$ cat config.mk
export PLATFORM = sky130hd
export DESIGN_NAME = gauge_flag_word
export DESIGN_NICKNAME = d
export VERILOG_FILES = /design/src/core/gauge_flag_pkg.sv /design/src/core/error_code_select.sv /design/src/core/discharge_accumulator.sv /design/src/core/gauge_flag_word.sv
export VERILOG_INCLUDE_DIRS = /design/src /design/src/core
export SDC_FILE = /design/constraint.sdc
export NUM_CORES = 1
export LEC_CHECK = 0
export ABC_AREA = 1
export BUFFER_PORTS_ARGS = -buffer_cell sky130_fd_sc_hd__buf_4
export CORE_AREA = 2 2 199 201
export CTS_CLUSTER_DIAMETER = 40
export DETAILED_ROUTE_END_ITERATION = 8
export DIE_AREA = 0 0 201 203
export GPL_TIMING_DRIVEN = 0
export PLACE_DENSITY = 0.78
export SETUP_SLACK_MARGIN = 0.4
export SYNTH_ARGS = -nofsm -noshare
export SYNTH_HDL_FRONTEND = slang
export SYNTH_SLANG_ARGS = --single-unit
export TNS_END_PERCENT = 5
$ cat constraint.sdc
create_clock -name core_clk -period 9.2 [get_ports core_clk]
set_input_delay 1.84 -clock core_clk [delete_from_list [all_inputs] [get_ports core_clk]]
set_output_delay 1.84 -clock core_clk [all_outputs]
set_load 0.05 [all_outputs]
$ cat src/core/gauge_flag_params.svh
// Offsets, bit positions, error codes and counts for the gauge flag word.
`ifndef GAUGE_FLAG_PARAMS_SVH
`define GAUGE_FLAG_PARAMS_SVH

`define FLAG_WORD_CMD 8'h16
`define FLAG_WORD_RESET 16'h0040
`define ERR_FIELD_LSB 0
`define ERR_FIELD_MSB 3
`define BIT_FULLY_DISCHARGED 4
`define BIT_FULLY_CHARGED 5
`define BIT_DISCHARGING 6
`define BIT_INITIALIZED 7
`define BIT_TIME_ALARM 8
`define BIT_CAPACITY_ALARM 9
`define BIT_TERM_DISCHARGE_ALARM 11
`define BIT_OVER_TEMP_ALARM 12
`define BIT_TERM_CHARGE_ALARM 14
`define BIT_OVER_CHARGED_ALARM 15
`define ERR_OK 4'h0
`define ERR_BUSY 4'h1
`define ERR_RESERVED 4'h2
`define ERR_UNSUPPORTED 4'h3
`define ERR_ACCESS_DENIED 4'h4
`define ERR_OVERFLOW 4'h5
`define ERR_BAD_SIZE 4'h6
`define ERR_UNKNOWN 4'h7
`define ERR_ALL_ONES 4'hf
`define FD_CLEAR_PERCENT 16'h0014
`define SECONDS_PER_MINUTE 32'h0000003c
`define OVERCHG_CLEAR_MAH 2
`define CHARGE_TICKS_PER_MAH 10

`endif

$ cat src/core/gauge_flag_pkg.sv
// Types shared by the gauge flag word design.
package gauge_flag_pkg;
  `include "gauge_flag_params.svh"

  typedef enum logic [3:0] {
    ERRC_OK = `ERR_OK,
    ERRC_BUSY = `ERR_BUSY,
    ERRC_RESERVED = `ERR_RESERVED,
    ERRC_UNSUPPORTED = `ERR_UNSUPPORTED,
    ERRC_ACCESS_DENIED = `ERR_ACCESS_DENIED,
    ERRC_OVERFLOW = `ERR_OVERFLOW,
    ERRC_BAD_SIZE = `ERR_BAD_SIZE,
    ERRC_UNKNOWN = `ERR_UNKNOWN
  } err_code_t;
endpackage : gauge_flag_pkg

$ cat src/core/error_code_select.sv
// Picks and holds the error code that reports the last command outcome.
`timescale 1ns/1ps
`include "gauge_flag_params.svh"
module error_code_select
  import gauge_flag_pkg::*;
(
  // Clock and reset.
  input wire logic core_clk,
  input wire logic reset_n,
  // Command outcome.
  input wire logic cmd_valid,
  input wire logic cmd_write,
  input wire logic [7:0] cmd_code,
  input wire logic core_busy,
  input wire logic cmd_reserved,
  input wire logic cmd_unsupported,
  input wire logic cmd_read_only,
  input wire logic cmd_bad_size,
  input wire logic cmd_overflow,
  input wire logic cmd_unknown,
  // Held code.
  output err_code_t err_code_reg
);
  err_code_t err_code_next;

  always_comb begin
    err_code_next = ERRC_OK;
    // busy first
    if (core_busy) begin
      err_code_next = ERRC_BUSY;
    // reserved codes
    end else if (cmd_reserved) begin
      err_code_next = ERRC_RESERVED;
    // unimplemented commands
    end else if (cmd_unsupported) begin
      err_code_next = ERRC_UNSUPPORTED;
    // read-only writes
    end else if (cmd_write && (cmd_read_only || cmd_code == `FLAG_WORD_CMD)) begin
      err_code_next = ERRC_ACCESS_DENIED;
    // size and overflow
    end else if (cmd_write && cmd_bad_size) begin
      err_code_next = ERRC_BAD_SIZE;
    end else if (cmd_overflow) begin
      err_code_next = ERRC_OVERFLOW;
    end else if (cmd_unknown) begin
      err_code_next = ERRC_UNKNOWN;
    end
  end

  always_ff @(posedge core_clk) begin
    if (!reset_n) begin
      err_code_reg <= ERRC_OK;
    end else if (cmd_valid) begin
      err_code_reg <= err_code_next;
    end
  end
endmodule : error_code_select

$ cat src/core/discharge_accumulator.sv
// Counts continuous non-charging charge ticks up to the overcharge clear amount.
`timescale 1ns/1ps
`include "gauge_flag_params.svh"
module discharge_accumulator
  import gauge_flag_pkg::*;
#(
  parameter int TICKS = `OVERCHG_CLEAR_MAH * `CHARGE_TICKS_PER_MAH
) (
  // Clock and reset.
  input wire logic core_clk,
  input wire logic reset_n,
  // Activity.
  input wire logic charging,
  input wire logic charge_tick,
  // Result.
  output logic done_reg
);
  localparam int CW = $clog2(TICKS + 1);
  logic [CW-1:0] count_reg;

  if (TICKS < 1) begin : g_chk
    $error("discharge_accumulator needs TICKS of at least one");
  end

  // continuous 2 mAh
  always_ff @(posedge core_clk) begin
    if (!reset_n || charging) begin
      count_reg <= '0;
    end else if (charge_tick && count_reg != CW'(TICKS)) begin
      count_reg <= count_reg + 1'b1;
    end
  end

  always_ff @(posedge core_clk) begin
    if (!reset_n || charging) begin
      done_reg <= 1'b0;
    end else begin
      done_reg <= (count_reg == CW'(TICKS));
    end
  end
endmodule : discharge_accumulator

$ cat src/core/gauge_flag_word.sv
// Gauge flag word: alarm and status flags, error code, read-word and alarm broadcast.
//
// Contract
// Host reads word with read-word command 16h.
// Broadcast copy forces all error bits high.
// Time alarm uses current or power per mode.
// Set overcharge beyond full plus maximum overcharge.
// Clear overcharge after stop and 2 mAh.
// Charge-termination alarm: set on termination, clear uncharged.
// Over-temperature set at charge/discharge threshold.
// Over-temperature clears below matching reset threshold.
// Discharge-termination set on any empty condition; code sets on pack voltage equal to, not below, terminate voltage.
// Discharge-termination clears when all conditions recover.
// Capacity alarm against host level, cleared properly.
// Time alarm against host level, cleared properly.
// Initialized set on valid load, cleared improper.
// Discharging flag is inverse of charging.
// Fully charged set at termination, clears percent.
// Fully discharged set by voltage or percent.
// Fully discharged clears at 20 percent.
// Report OK or busy per command.
// Reserved code for reserved or optional commands.
// Unsupported code for unimplemented defined commands.
// Access denied for writes to read-only.
// Bad size, overflow and unknown codes.
// Fixed bit layout of flags and code.
// Reserved bits zero; writes to word ignored.
`timescale 1ns/1ps
`include "gauge_flag_params.svh"
module gauge_flag_word
  import gauge_flag_pkg::*;
#(
  parameter int WORD_W = 16,
  parameter int CLEAR_TICKS = `OVERCHG_CLEAR_MAH * `CHARGE_TICKS_PER_MAH
) (
  // Clock and reset.
  input wire logic core_clk,
  input wire logic reset_n,
  // Command port from the bus engine.
  input wire logic cmd_valid,
  input wire logic cmd_write,
  input wire logic [7:0] cmd_code,
  input wire logic core_busy,
  input wire logic cmd_reserved,
  input wire logic cmd_unsupported,
  input wire logic cmd_read_only,
  input wire logic cmd_bad_size,
  input wire logic cmd_overflow,
  input wire logic cmd_unknown,
  // Read answer.
  output logic rd_valid_reg,
  output logic [WORD_W-1:0] rd_data_reg,
  // Alarm broadcast.
  input wire logic broadcast_req,
  output logic alarm_valid_reg,
  output logic [WORD_W-1:0] alarm_broadcast_reg,
  // Live word.
  output logic [WORD_W-1:0] gauge_flag_word_reg,
  // Gauge state.
  input wire logic charging,
  input wire logic charge_termination,
  input wire logic charge_tick,
  input wire logic capacity_mode,
  input wire logic [WORD_W-1:0] remaining_charge_value,
  input wire logic [WORD_W-1:0] full_charge_value,
  input wire logic [WORD_W-1:0] max_overcharge,
  input wire logic [WORD_W-1:0] temperature,
  input wire logic [WORD_W-1:0] over_temp_charge,
  input wire logic [WORD_W-1:0] over_temp_charge_reset,
  input wire logic [WORD_W-1:0] over_temp_discharge,
  input wire logic [WORD_W-1:0] over_temp_discharge_reset,
  input wire logic [WORD_W-1:0] pack_voltage,
  input wire logic [WORD_W-1:0] cell_voltage,
  input wire logic [WORD_W-1:0] terminate_voltage,
  input wire logic [WORD_W-1:0] suspend_temp_low,
  input wire logic cell_undervoltage_indication,
  input wire logic [WORD_W-1:0] capacity_alarm_level,
  input wire logic [WORD_W-1:0] time_alarm_level,
  input wire logic [WORD_W-1:0] discharge_current,
  input wire logic [WORD_W-1:0] discharge_power,
  input wire logic [WORD_W-1:0] average_time_to_empty_value,
  input wire logic [WORD_W-1:0] relative_charge_percent,
  input wire logic [WORD_W-1:0] full_clear_percent,
  input wire logic [WORD_W-1:0] battery_low_percent,
  input wire logic [WORD_W-1:0] second_end_of_discharge_threshold,
  input wire logic [WORD_W-1:0] overload_current,
  input wire logic config_valid_load,
  input wire logic config_bad_load
);
  if (WORD_W != 16) begin : g_chk
    $error("gauge_flag_word serves a 16-bit word only");
  end

  // Minutes left below the level: remaining*60 < level*rate avoids a divider.
  function automatic logic time_short(input logic [15:0] rem, input logic [15:0] lvl,
                                      input logic [15:0] rate);
    logic [31:0] left;
    logic [31:0] need;
    left = 32'(rem) * `SECONDS_PER_MINUTE;
    need = 32'(lvl) * 32'(rate);
    time_short = (rate != 16'h0000) && (left < need);
  endfunction : time_short

  logic over_charged_reg;
  logic term_charge_reg;
  logic over_temp_reg;
  logic term_discharge_reg;
  logic capacity_alarm_reg;
  logic time_alarm_reg;
  logic initialized_reg;
  logic fully_charged_reg;
  logic fully_discharged_reg;
  logic [15:0] remaining_prev_reg;
  logic [15:0] atte_prev_reg;
  logic overchg_done;
  logic overchg_cond;
  logic [15:0] rate_sel;
  logic [WORD_W-1:0] word_next;
  err_code_t err_code;

  error_code_select u_err (
    .core_clk(core_clk),
    .reset_n(reset_n),
    .cmd_valid(cmd_valid),
    .cmd_write(cmd_write),
    .cmd_code(cmd_code),
    .core_busy(core_busy),
    .cmd_reserved(cmd_reserved),
    .cmd_unsupported(cmd_unsupported),
    .cmd_read_only(cmd_read_only),
    .cmd_bad_size(cmd_bad_size),
    .cmd_overflow(cmd_overflow),
    .cmd_unknown(cmd_unknown),
    .err_code_reg(err_code)
  );

  discharge_accumulator #(.TICKS(CLEAR_TICKS)) u_acc (
    .core_clk(core_clk),
    .reset_n(reset_n),
    .charging(charging),
    .charge_tick(charge_tick),
    .done_reg(overchg_done)
  );

  // overcharge limit
  assign overchg_cond = charging &&
    ({1'b0, remaining_charge_value} > ({1'b0, full_charge_value} + {1'b0, max_overcharge}));
  // rate by mode
  assign rate_sel = capacity_mode ? discharge_power : discharge_current;

  always_ff @(posedge core_clk) begin
    if (!reset_n) begin
      remaining_prev_reg <= 16'h0000;
      atte_prev_reg <= 16'h0000;
    end else begin
      remaining_prev_reg <= remaining_charge_value;
      atte_prev_reg <= average_time_to_empty_value;
    end
  end

  // overcharge alarm
  always_ff @(posedge core_clk) begin
    if (!reset_n) begin
      over_charged_reg <= 1'b0;
    end else if (overchg_cond) begin
      over_charged_reg <= 1'b1;
    end else if (!charging && overchg_done) begin
      over_charged_reg <= 1'b0;
    end
  end

  // termination alarm
  always_ff @(posedge core_clk) begin
    if (!reset_n) begin
      term_charge_reg <= 1'b0;
    end else if (charge_termination) begin
      term_charge_reg <= 1'b1;
    end else if (!charging) begin
      term_charge_reg <= 1'b0;
    end
  end

  // temperature alarm
  always_ff @(posedge core_clk) begin
    if (!reset_n) begin
      over_temp_reg <= 1'b0;
    end else if (charging ? (temperature >= over_temp_charge)
                          : (temperature >= over_temp_discharge)) begin
      over_temp_reg <= 1'b1;
    end else if (charging ? (temperature < over_temp_charge_reset)
                          : (temperature < over_temp_discharge_reset)) begin
      over_temp_reg <= 1'b0;
    end
  end

  // discharge termination
  always_ff @(posedge core_clk) begin
    if (!reset_n) begin
      term_discharge_reg <= 1'b0;
    end else if (remaining_charge_value == 16'h0000 || pack_voltage == terminate_voltage ||
                 temperature <= suspend_temp_low || cell_undervoltage_indication) begin
      term_discharge_reg <= 1'b1;
    end else if (pack_voltage > terminate_voltage && remaining_charge_value != 16'h0000 &&
                 !cell_undervoltage_indication) begin
      term_discharge_reg <= 1'b0;
    end
  end

  // capacity alarm
  always_ff @(posedge core_clk) begin
    if (!reset_n) begin
      capacity_alarm_reg <= 1'b0;
    end else if (!charging && remaining_charge_value < capacity_alarm_level) begin
      capacity_alarm_reg <= 1'b1;
    end else if (capacity_alarm_level < remaining_charge_value ||
                 (charging && remaining_charge_value > remaining_prev_reg)) begin
      capacity_alarm_reg <= 1'b0;
    end
  end

  // time alarm
  always_ff @(posedge core_clk) begin
    if (!reset_n) begin
      time_alarm_reg <= 1'b0;
    end else if (!charging && time_short(remaining_charge_value, time_alarm_level,
                                         rate_sel)) begin
      time_alarm_reg <= 1'b1;
    end else if (time_alarm_level < average_time_to_empty_value ||
                 (charging && average_time_to_empty_value > atte_prev_reg)) begin
      time_alarm_reg <= 1'b0;
    end
  end

  // configuration load
  always_ff @(posedge core_clk) begin
    if (!reset_n) begin
      initialized_reg <= 1'b0;
    end else if (config_valid_load) begin
      initialized_reg <= 1'b1;
    end else if (config_bad_load) begin
      initialized_reg <= 1'b0;
    end
  end

  // fully charged
  always_ff @(posedge core_clk) begin
    if (!reset_n) begin
      fully_charged_reg <= 1'b0;
    end else if (charge_termination || overchg_cond) begin
      fully_charged_reg <= 1'b1;
    end else if (relative_charge_percent < full_clear_percent) begin
      fully_charged_reg <= 1'b0;
    end
  end

  // fully discharged
  always_ff @(posedge core_clk) begin
    if (!reset_n) begin
      fully_discharged_reg <= 1'b0;
    end else if (((pack_voltage < second_end_of_discharge_threshold ||
                   cell_voltage < second_end_of_discharge_threshold) &&
                  discharge_current < overload_current) ||
                 relative_charge_percent < battery_low_percent) begin
      fully_discharged_reg <= 1'b1;
    end else if (relative_charge_percent >= `FD_CLEAR_PERCENT) begin
      fully_discharged_reg <= 1'b0;
    end
  end

  // word layout
  always_comb begin
    word_next = '0;
    word_next[`ERR_FIELD_MSB:`ERR_FIELD_LSB] = err_code;
    word_next[`BIT_FULLY_DISCHARGED] = fully_discharged_reg;
    word_next[`BIT_FULLY_CHARGED] = fully_charged_reg;
    // discharging flag
    word_next[`BIT_DISCHARGING] = !charging;
    word_next[`BIT_INITIALIZED] = initialized_reg;
    word_next[`BIT_TIME_ALARM] = time_alarm_reg;
    word_next[`BIT_CAPACITY_ALARM] = capacity_alarm_reg;
    word_next[`BIT_TERM_DISCHARGE_ALARM] = term_discharge_reg;
    word_next[`BIT_OVER_TEMP_ALARM] = over_temp_reg;
    word_next[`BIT_TERM_CHARGE_ALARM] = term_charge_reg;
    word_next[`BIT_OVER_CHARGED_ALARM] = over_charged_reg;
  end

  always_ff @(posedge core_clk) begin
    if (!reset_n) begin
      gauge_flag_word_reg <= `FLAG_WORD_RESET;
    end else begin
      gauge_flag_word_reg <= word_next;
    end
  end

  // read-word answer
  always_ff @(posedge core_clk) begin
    if (!reset_n) begin
      rd_valid_reg <= 1'b0;
      rd_data_reg <= '0;
    end else begin
      rd_valid_reg <= cmd_valid && !cmd_write && cmd_code == `FLAG_WORD_CMD;
      if (cmd_valid && !cmd_write && cmd_code == `FLAG_WORD_CMD) begin
        rd_data_reg <= gauge_flag_word_reg;
      end
    end
  end

  // broadcast copy
  always_ff @(posedge core_clk) begin
    if (!reset_n) begin
      alarm_valid_reg <= 1'b0;
      alarm_broadcast_reg <= '0;
    end else begin
      alarm_valid_reg <= broadcast_req;
      if (broadcast_req) begin
        alarm_broadcast_reg <= {gauge_flag_word_reg[WORD_W-1:`ERR_FIELD_MSB+1], `ERR_ALL_ONES};
      end
    end
  end
endmodule : gauge_flag_word

# After elaboration in Yosys (flattened, before gate mapping)
# Cells that the tools add are included.
# totals
register_bits	101
output_inout_bits	50
# op_classes
add_sub_neg	2
mul	2
n_reduce_logical	40
n_mux	28
n_eq_ne	5
order_cmp	19
# op_table
operator	count
16-bit less-than comparator	10
16-bit greater-than comparator	3
16-bit >= comparator	2
22-bit by 32-bit less-than comparator with 1-bit output	1
16-bit by 16-bit multiplier with 32-bit output	1
16-bit nonzero test	2
4-bit two-way mux	6
16-bit by 4-bit multiplier with 20-bit output (second input constant)	1
1-bit two-way mux	20
16-bit by 16-bit adder with 17-bit output	1
16-bit by 17-bit greater-than comparator with 1-bit output	1
16-bit == test	1
16-bit by 5-bit >= comparator with 1-bit output (second input constant)	1
16-bit <= comparator	1
16-bit logical NOT	1
16-bit two-way mux	1
2-bit nonzero test	8
1-bit logical AND	15
1-bit logical OR	10
8-bit by 5-bit == test with 1-bit output (second input constant)	1
5-bit by 1-bit adder with 5-bit output (second input constant)	1
5-bit == test (second input constant)	1
5-bit != test (second input constant)	1
1-bit logical NOT	4
other kinds (2)	2

# Depth between registers and ports, before layout
# depth
depth_word	7
depth_mapped	37
mapped_depth_nobuf	35

# Modules after synthesis
# A second synthesis with hierarchy kept.
# hier_totals
hier_cells	2930
area_unflattened_um2	21122.8
# modules_own_cells
mod	area_per_inst_um2	n_inst	seq_area_each_um2	cells_per_inst
gauge_flag_word	20549.7	1	1641.6	2838
discharge_accumulator	320.3	1	120.1	46
error_code_select	252.7	1	60.1	46

# Worst setup path after synthesis
# No wires, ideal clock.
# synth_path
path_type	input to register
startpoint	input port capacity_mode
endpoint	register time_alarm_reg
path_stages	33
slack_ns	1.121
n_path_buf	2
arrival_time_ns	8.009
required_time_ns	9.130
path_cell_list	inv_2 > buf_6 > or2_1 > o21ai_2 > clkbuf_1 > nor2_1 > fa_1 > inv_1 > fa_1 > inv_1 > fa_1 > fa_1 > fa_1 > inv_1 > fa_1 > inv_1 > ha_1 > nand2_1 > nor2_1 > inv_1 > o21bai_1 > a21oi_1 > xor2_1 > ha_1 > a21oi_1 > nor2_1 > a211oi_1 > o21ai_0 > a21oi_1 > nor2_1 > nand4_1 > nand2_1 > a21oi_1
# synth_via
elab_chain_len	6
elab_cells_between_ends	8
classes_between	mul: 1; order compare: 1; mux: 2; reduce/logical: 4
# synth_lines
element	line_no	rtl
start, declared	gauge_flag_word.sv:63	input wire logic capacity_mode,
16-bit two-way mux *	gauge_flag_word.sv:149	assign rate_sel = capacity_mode ? discharge_power : discharge_current;
16-bit by 16-bit multiplier with 32-bit output	gauge_flag_word.sv:100	need = 32'(lvl) * 32'(rate);
22-bit by 32-bit less-than comparator with 1-bit output	gauge_flag_word.sv:101	time_short = (rate != 16'h0000) && (left < need);
1-bit logical AND *	gauge_flag_word.sv:101	
1-bit logical AND *	gauge_flag_word.sv:225	end else if (!charging && time_short(remaining_charge_value, time_alarm_level,
1-bit two-way mux / 2-bit nonzero test (equally long branches)	--	
end signal, assigned	gauge_flag_word.sv:224	time_alarm_reg <= 1'b0;
end signal, assigned	gauge_flag_word.sv:227	time_alarm_reg <= 1'b1;
end signal, assigned	gauge_flag_word.sv:230	time_alarm_reg <= 1'b0;
end, declared	gauge_flag_word.sv:109	logic time_alarm_reg;
# Mark *: on every way between the ends. The rest lies on a longest branch, timed or not.
# A chain may end at the register's enable or synchronous reset.

# Final worst setup path
# Ends and elaborated chain as after synthesis.

==> results.tsv <==
metric	value	unit
result of the run	finished, final reports clean	
number of max-cap violations	0	
Post-synth EDFFs	0	
standby leakage power	14.8	nW
GRT Residual Overflow	0	
kind of cell adding the most delay to the critical path	adder cells	
post-layout minimum cycle time	8.54	ns
Routed wire per std cell	17.6	µm
clock tree skew after final layout	0.0119	ns
root buffer cell	clkbuf_16	
CTS tree	built	
Post-Layout Inst Area	0.0256	mm²
mean post-synth cell area	7.21	µm²
cell types with the highest counts after synthesis	inv_1, nand2_1, ha_1	
Highest Clock Rate	117	MHz
largest driver fanout on the critical path	10	
slew at the pin closest to its max-slew limit	0.903	ns
Buffers & Inverters on Critical Path	8	
number of CTS-inserted buffers	9	
TritonRoute pass-1 iters	5	
count of unique library cells instantiated by Yosys	50	
worst hold path class	reg -> reg	
final setup violation count	0	
first-pass GRT wire length	109000	µm
post-synthesis share of cell area spent on full adders, half adders and majority gates	46.3	%
top-area cell type share of the netlist area	25.0	%
Clock H-tree levels	3	
data required time at the worst endpoint	9.49	ns
total of flip-flops plus latches after synthesis	89	
Post-synth top flop	dfxtp_1	
longest individual stage delay on the worst path	0.54	ns
crit start category	input pin	
pin count of the biggest net entering global routing	20	
largest area contributor in the netlist	ha_1	
maximum buffer depth of the clock tree	2	
number of antenna violations at the first check in global routing	4	
area after detailed placement	0.0249	mm²
PwrDens	413	mW/mm²
critical path capture point type	register	
Syn-to-layout area delta	21.7	%
critical path class	in -> reg	
vias	20600	
die height	203	µm
combined global-route utilization of all metal layers	34.0	%
register clock-pin slew on the reported worst setup and hold paths	0.07	ns
cell with the most instances after synthesis	inv_1	
setup repair after global routing missed its margin	false	
core area	0.0385	mm²
register area share after synthesis	8.46	%
share of cells above drive strength 1	16.3	%
Post-route DRC	0	
Initial DRC Count	1240	
area of the die	0.0408	mm²
worst-skew pair later-pin latency	0.36	ns
sum of net half-perimeters after detailed placement	60800	µm
drt total wl	68700	µm
IO buf count	418	
max-slew violation count	0	
CP max-delay cell	fa_1	
Post-Synth Simple-Gate Area	20.0	%
synthesized-area fraction occupied by xor and xnor cells	2.04	%
worst-case vdd ir drop	0.601	mV
dominant combinational cell family by area after synthesis	adder cells	
number of buffers added to fix hold violations after cts	0	
via count of the first global-routing pass	21600	
post-detailed-route count of antenna-violating nets	0	
total number of placement rows	72	
number of warning messages in the yosys log	0	
Final Hold Fails	0	
per-cell via count in the routed design	5.28	
total chip power	0.0106	W
critical path data arrival time	8.83	ns
number of standard cells after synthesis	2919	
share of the synthesized area in compound gates (AO/OA/AOI/OAI)	9.17	%
cell occurring most often along the worst timing path	fa_1	
part of the cycle the worst path needs	92.8	%
starting density of the core	54.7	%
share of flip-flops with an asynchronous set or reset after synthesis	0	%
final RePlAce weighted congestion	1.02	
top area cells in the synthesized netlist	ha_1, fa_1, inv_1	
setup total negative slack	0	ns
fraction of synthesized area in multiplexers	0	%
Mapped Area	0.0211	mm²
clock sinks	89	
final net count	4395	
I/O pin count	429	
Max transition margin	39.8	%
Die X	201	µm
## routing by layer
metal | track usage, % | vias up | wire, µm
li1 | - | 9961 | -
met1 | 39.0 | 9596 | 26700
met2 | 59.5 | 825 | 32700
met3 | 6.90 | 205 | 5190
met4 | 18.7 | 0 | 4160
met5 | 0 | - | 0
## worst paths after layout
path,startpoint,end,slack (ns),cells after the start
worst max-delay path,capacity_mode,time_alarm_reg,0.66,33
worst min-delay path,fully_discharged_reg,gauge_flag_word_reg[4],0.43,2
worst max register to register,remaining_prev_reg[1],capacity_alarm_reg,7.25,12
worst min register to register,fully_discharged_reg,gauge_flag_word_reg[4],0.43,2
## what timing repair did
action / 4_1_cts / 5_1_grt
cloned: 0 / 1
setup endpoints to repair: 1 / 1
gates resized for setup: 29 / 67
setup buffers: 0 / 15
pin swaps: 0 / 11
endpoints found under the hold margin: 0 / 0
## worst reg2reg max path, stage by stage (launching register included)
cell	delay, ns
dfxtp_1	0.31
inv_1	0.04
ha_1	0.26
inv_1	0.05
nor2_1	0.08
nor2_1	0.05
o21a_1	0.16
o211ai_1	0.35
nand2_1	0.14
o2111ai_1	0.10
nand3_1	0.11
nand4_1	0.10
o21ai_0	0.09
## area by class of cell
cell class / instances / area, µm²
antenna: 4 / 10.0
buffer: 54 / 332
clock buffer: 9 / 225
clock inverter: 7 / 81.3
fill: 3482 / 12900
inverter: 716 / 2710
multi-input combinational: 2067 / 16600
sequential: 89 / 1780
tap: 518 / 648
timing repair buffer: 434 / 3280
## cell usage in the layout (no fill, tap or decap), drive strengths merged, types with 39 or more instances in the layout
cell type | Yosys | routed
clkbuf | 38 | 39
inv | 712 | 715
nand3 | 76 | 76
a21oi | 180 | 180
fa | 224 | 224
ha | 421 | 421
nor2 | 254 | 254
nand2 | 593 | 593
o21ai | 83 | 83
dfxtp | 89 | 89
buf | 16 | 458
## stage by stage
stage               setup slack, ns  cells  util, %  hold WS, ns
global placement             -0.341   3862     64.6        0.411
CTS                           0.406   3878     65.6        0.427
detailed placement           -0.432   3862     64.6        0.417
finish                        0.659   3898     66.6        0.426
floorplan                      1.12   2926        -        0.400
global route                  0.368   3898     66.6        0.429
## cells by family after synthesis
| family | Yosys count |
|---|---|
| simple gates | 1027 |
| buf+inv | 770 |
| fa+ha+maj | 645 |
| compound gates | 338 |
| flops | 89 |
| xor+xnor | 49 |
| other cells | 1 |
## power by group
| part | internal (W) | switching [W] |
|---|---|---|
| registers | 0.000404 | 0.0000107 |
| clock network | 0.000194 | 0.000184 |
| logic | 0.00381 | 0.00599 |
No activity file was read; power rests on OpenSTA's default activity.
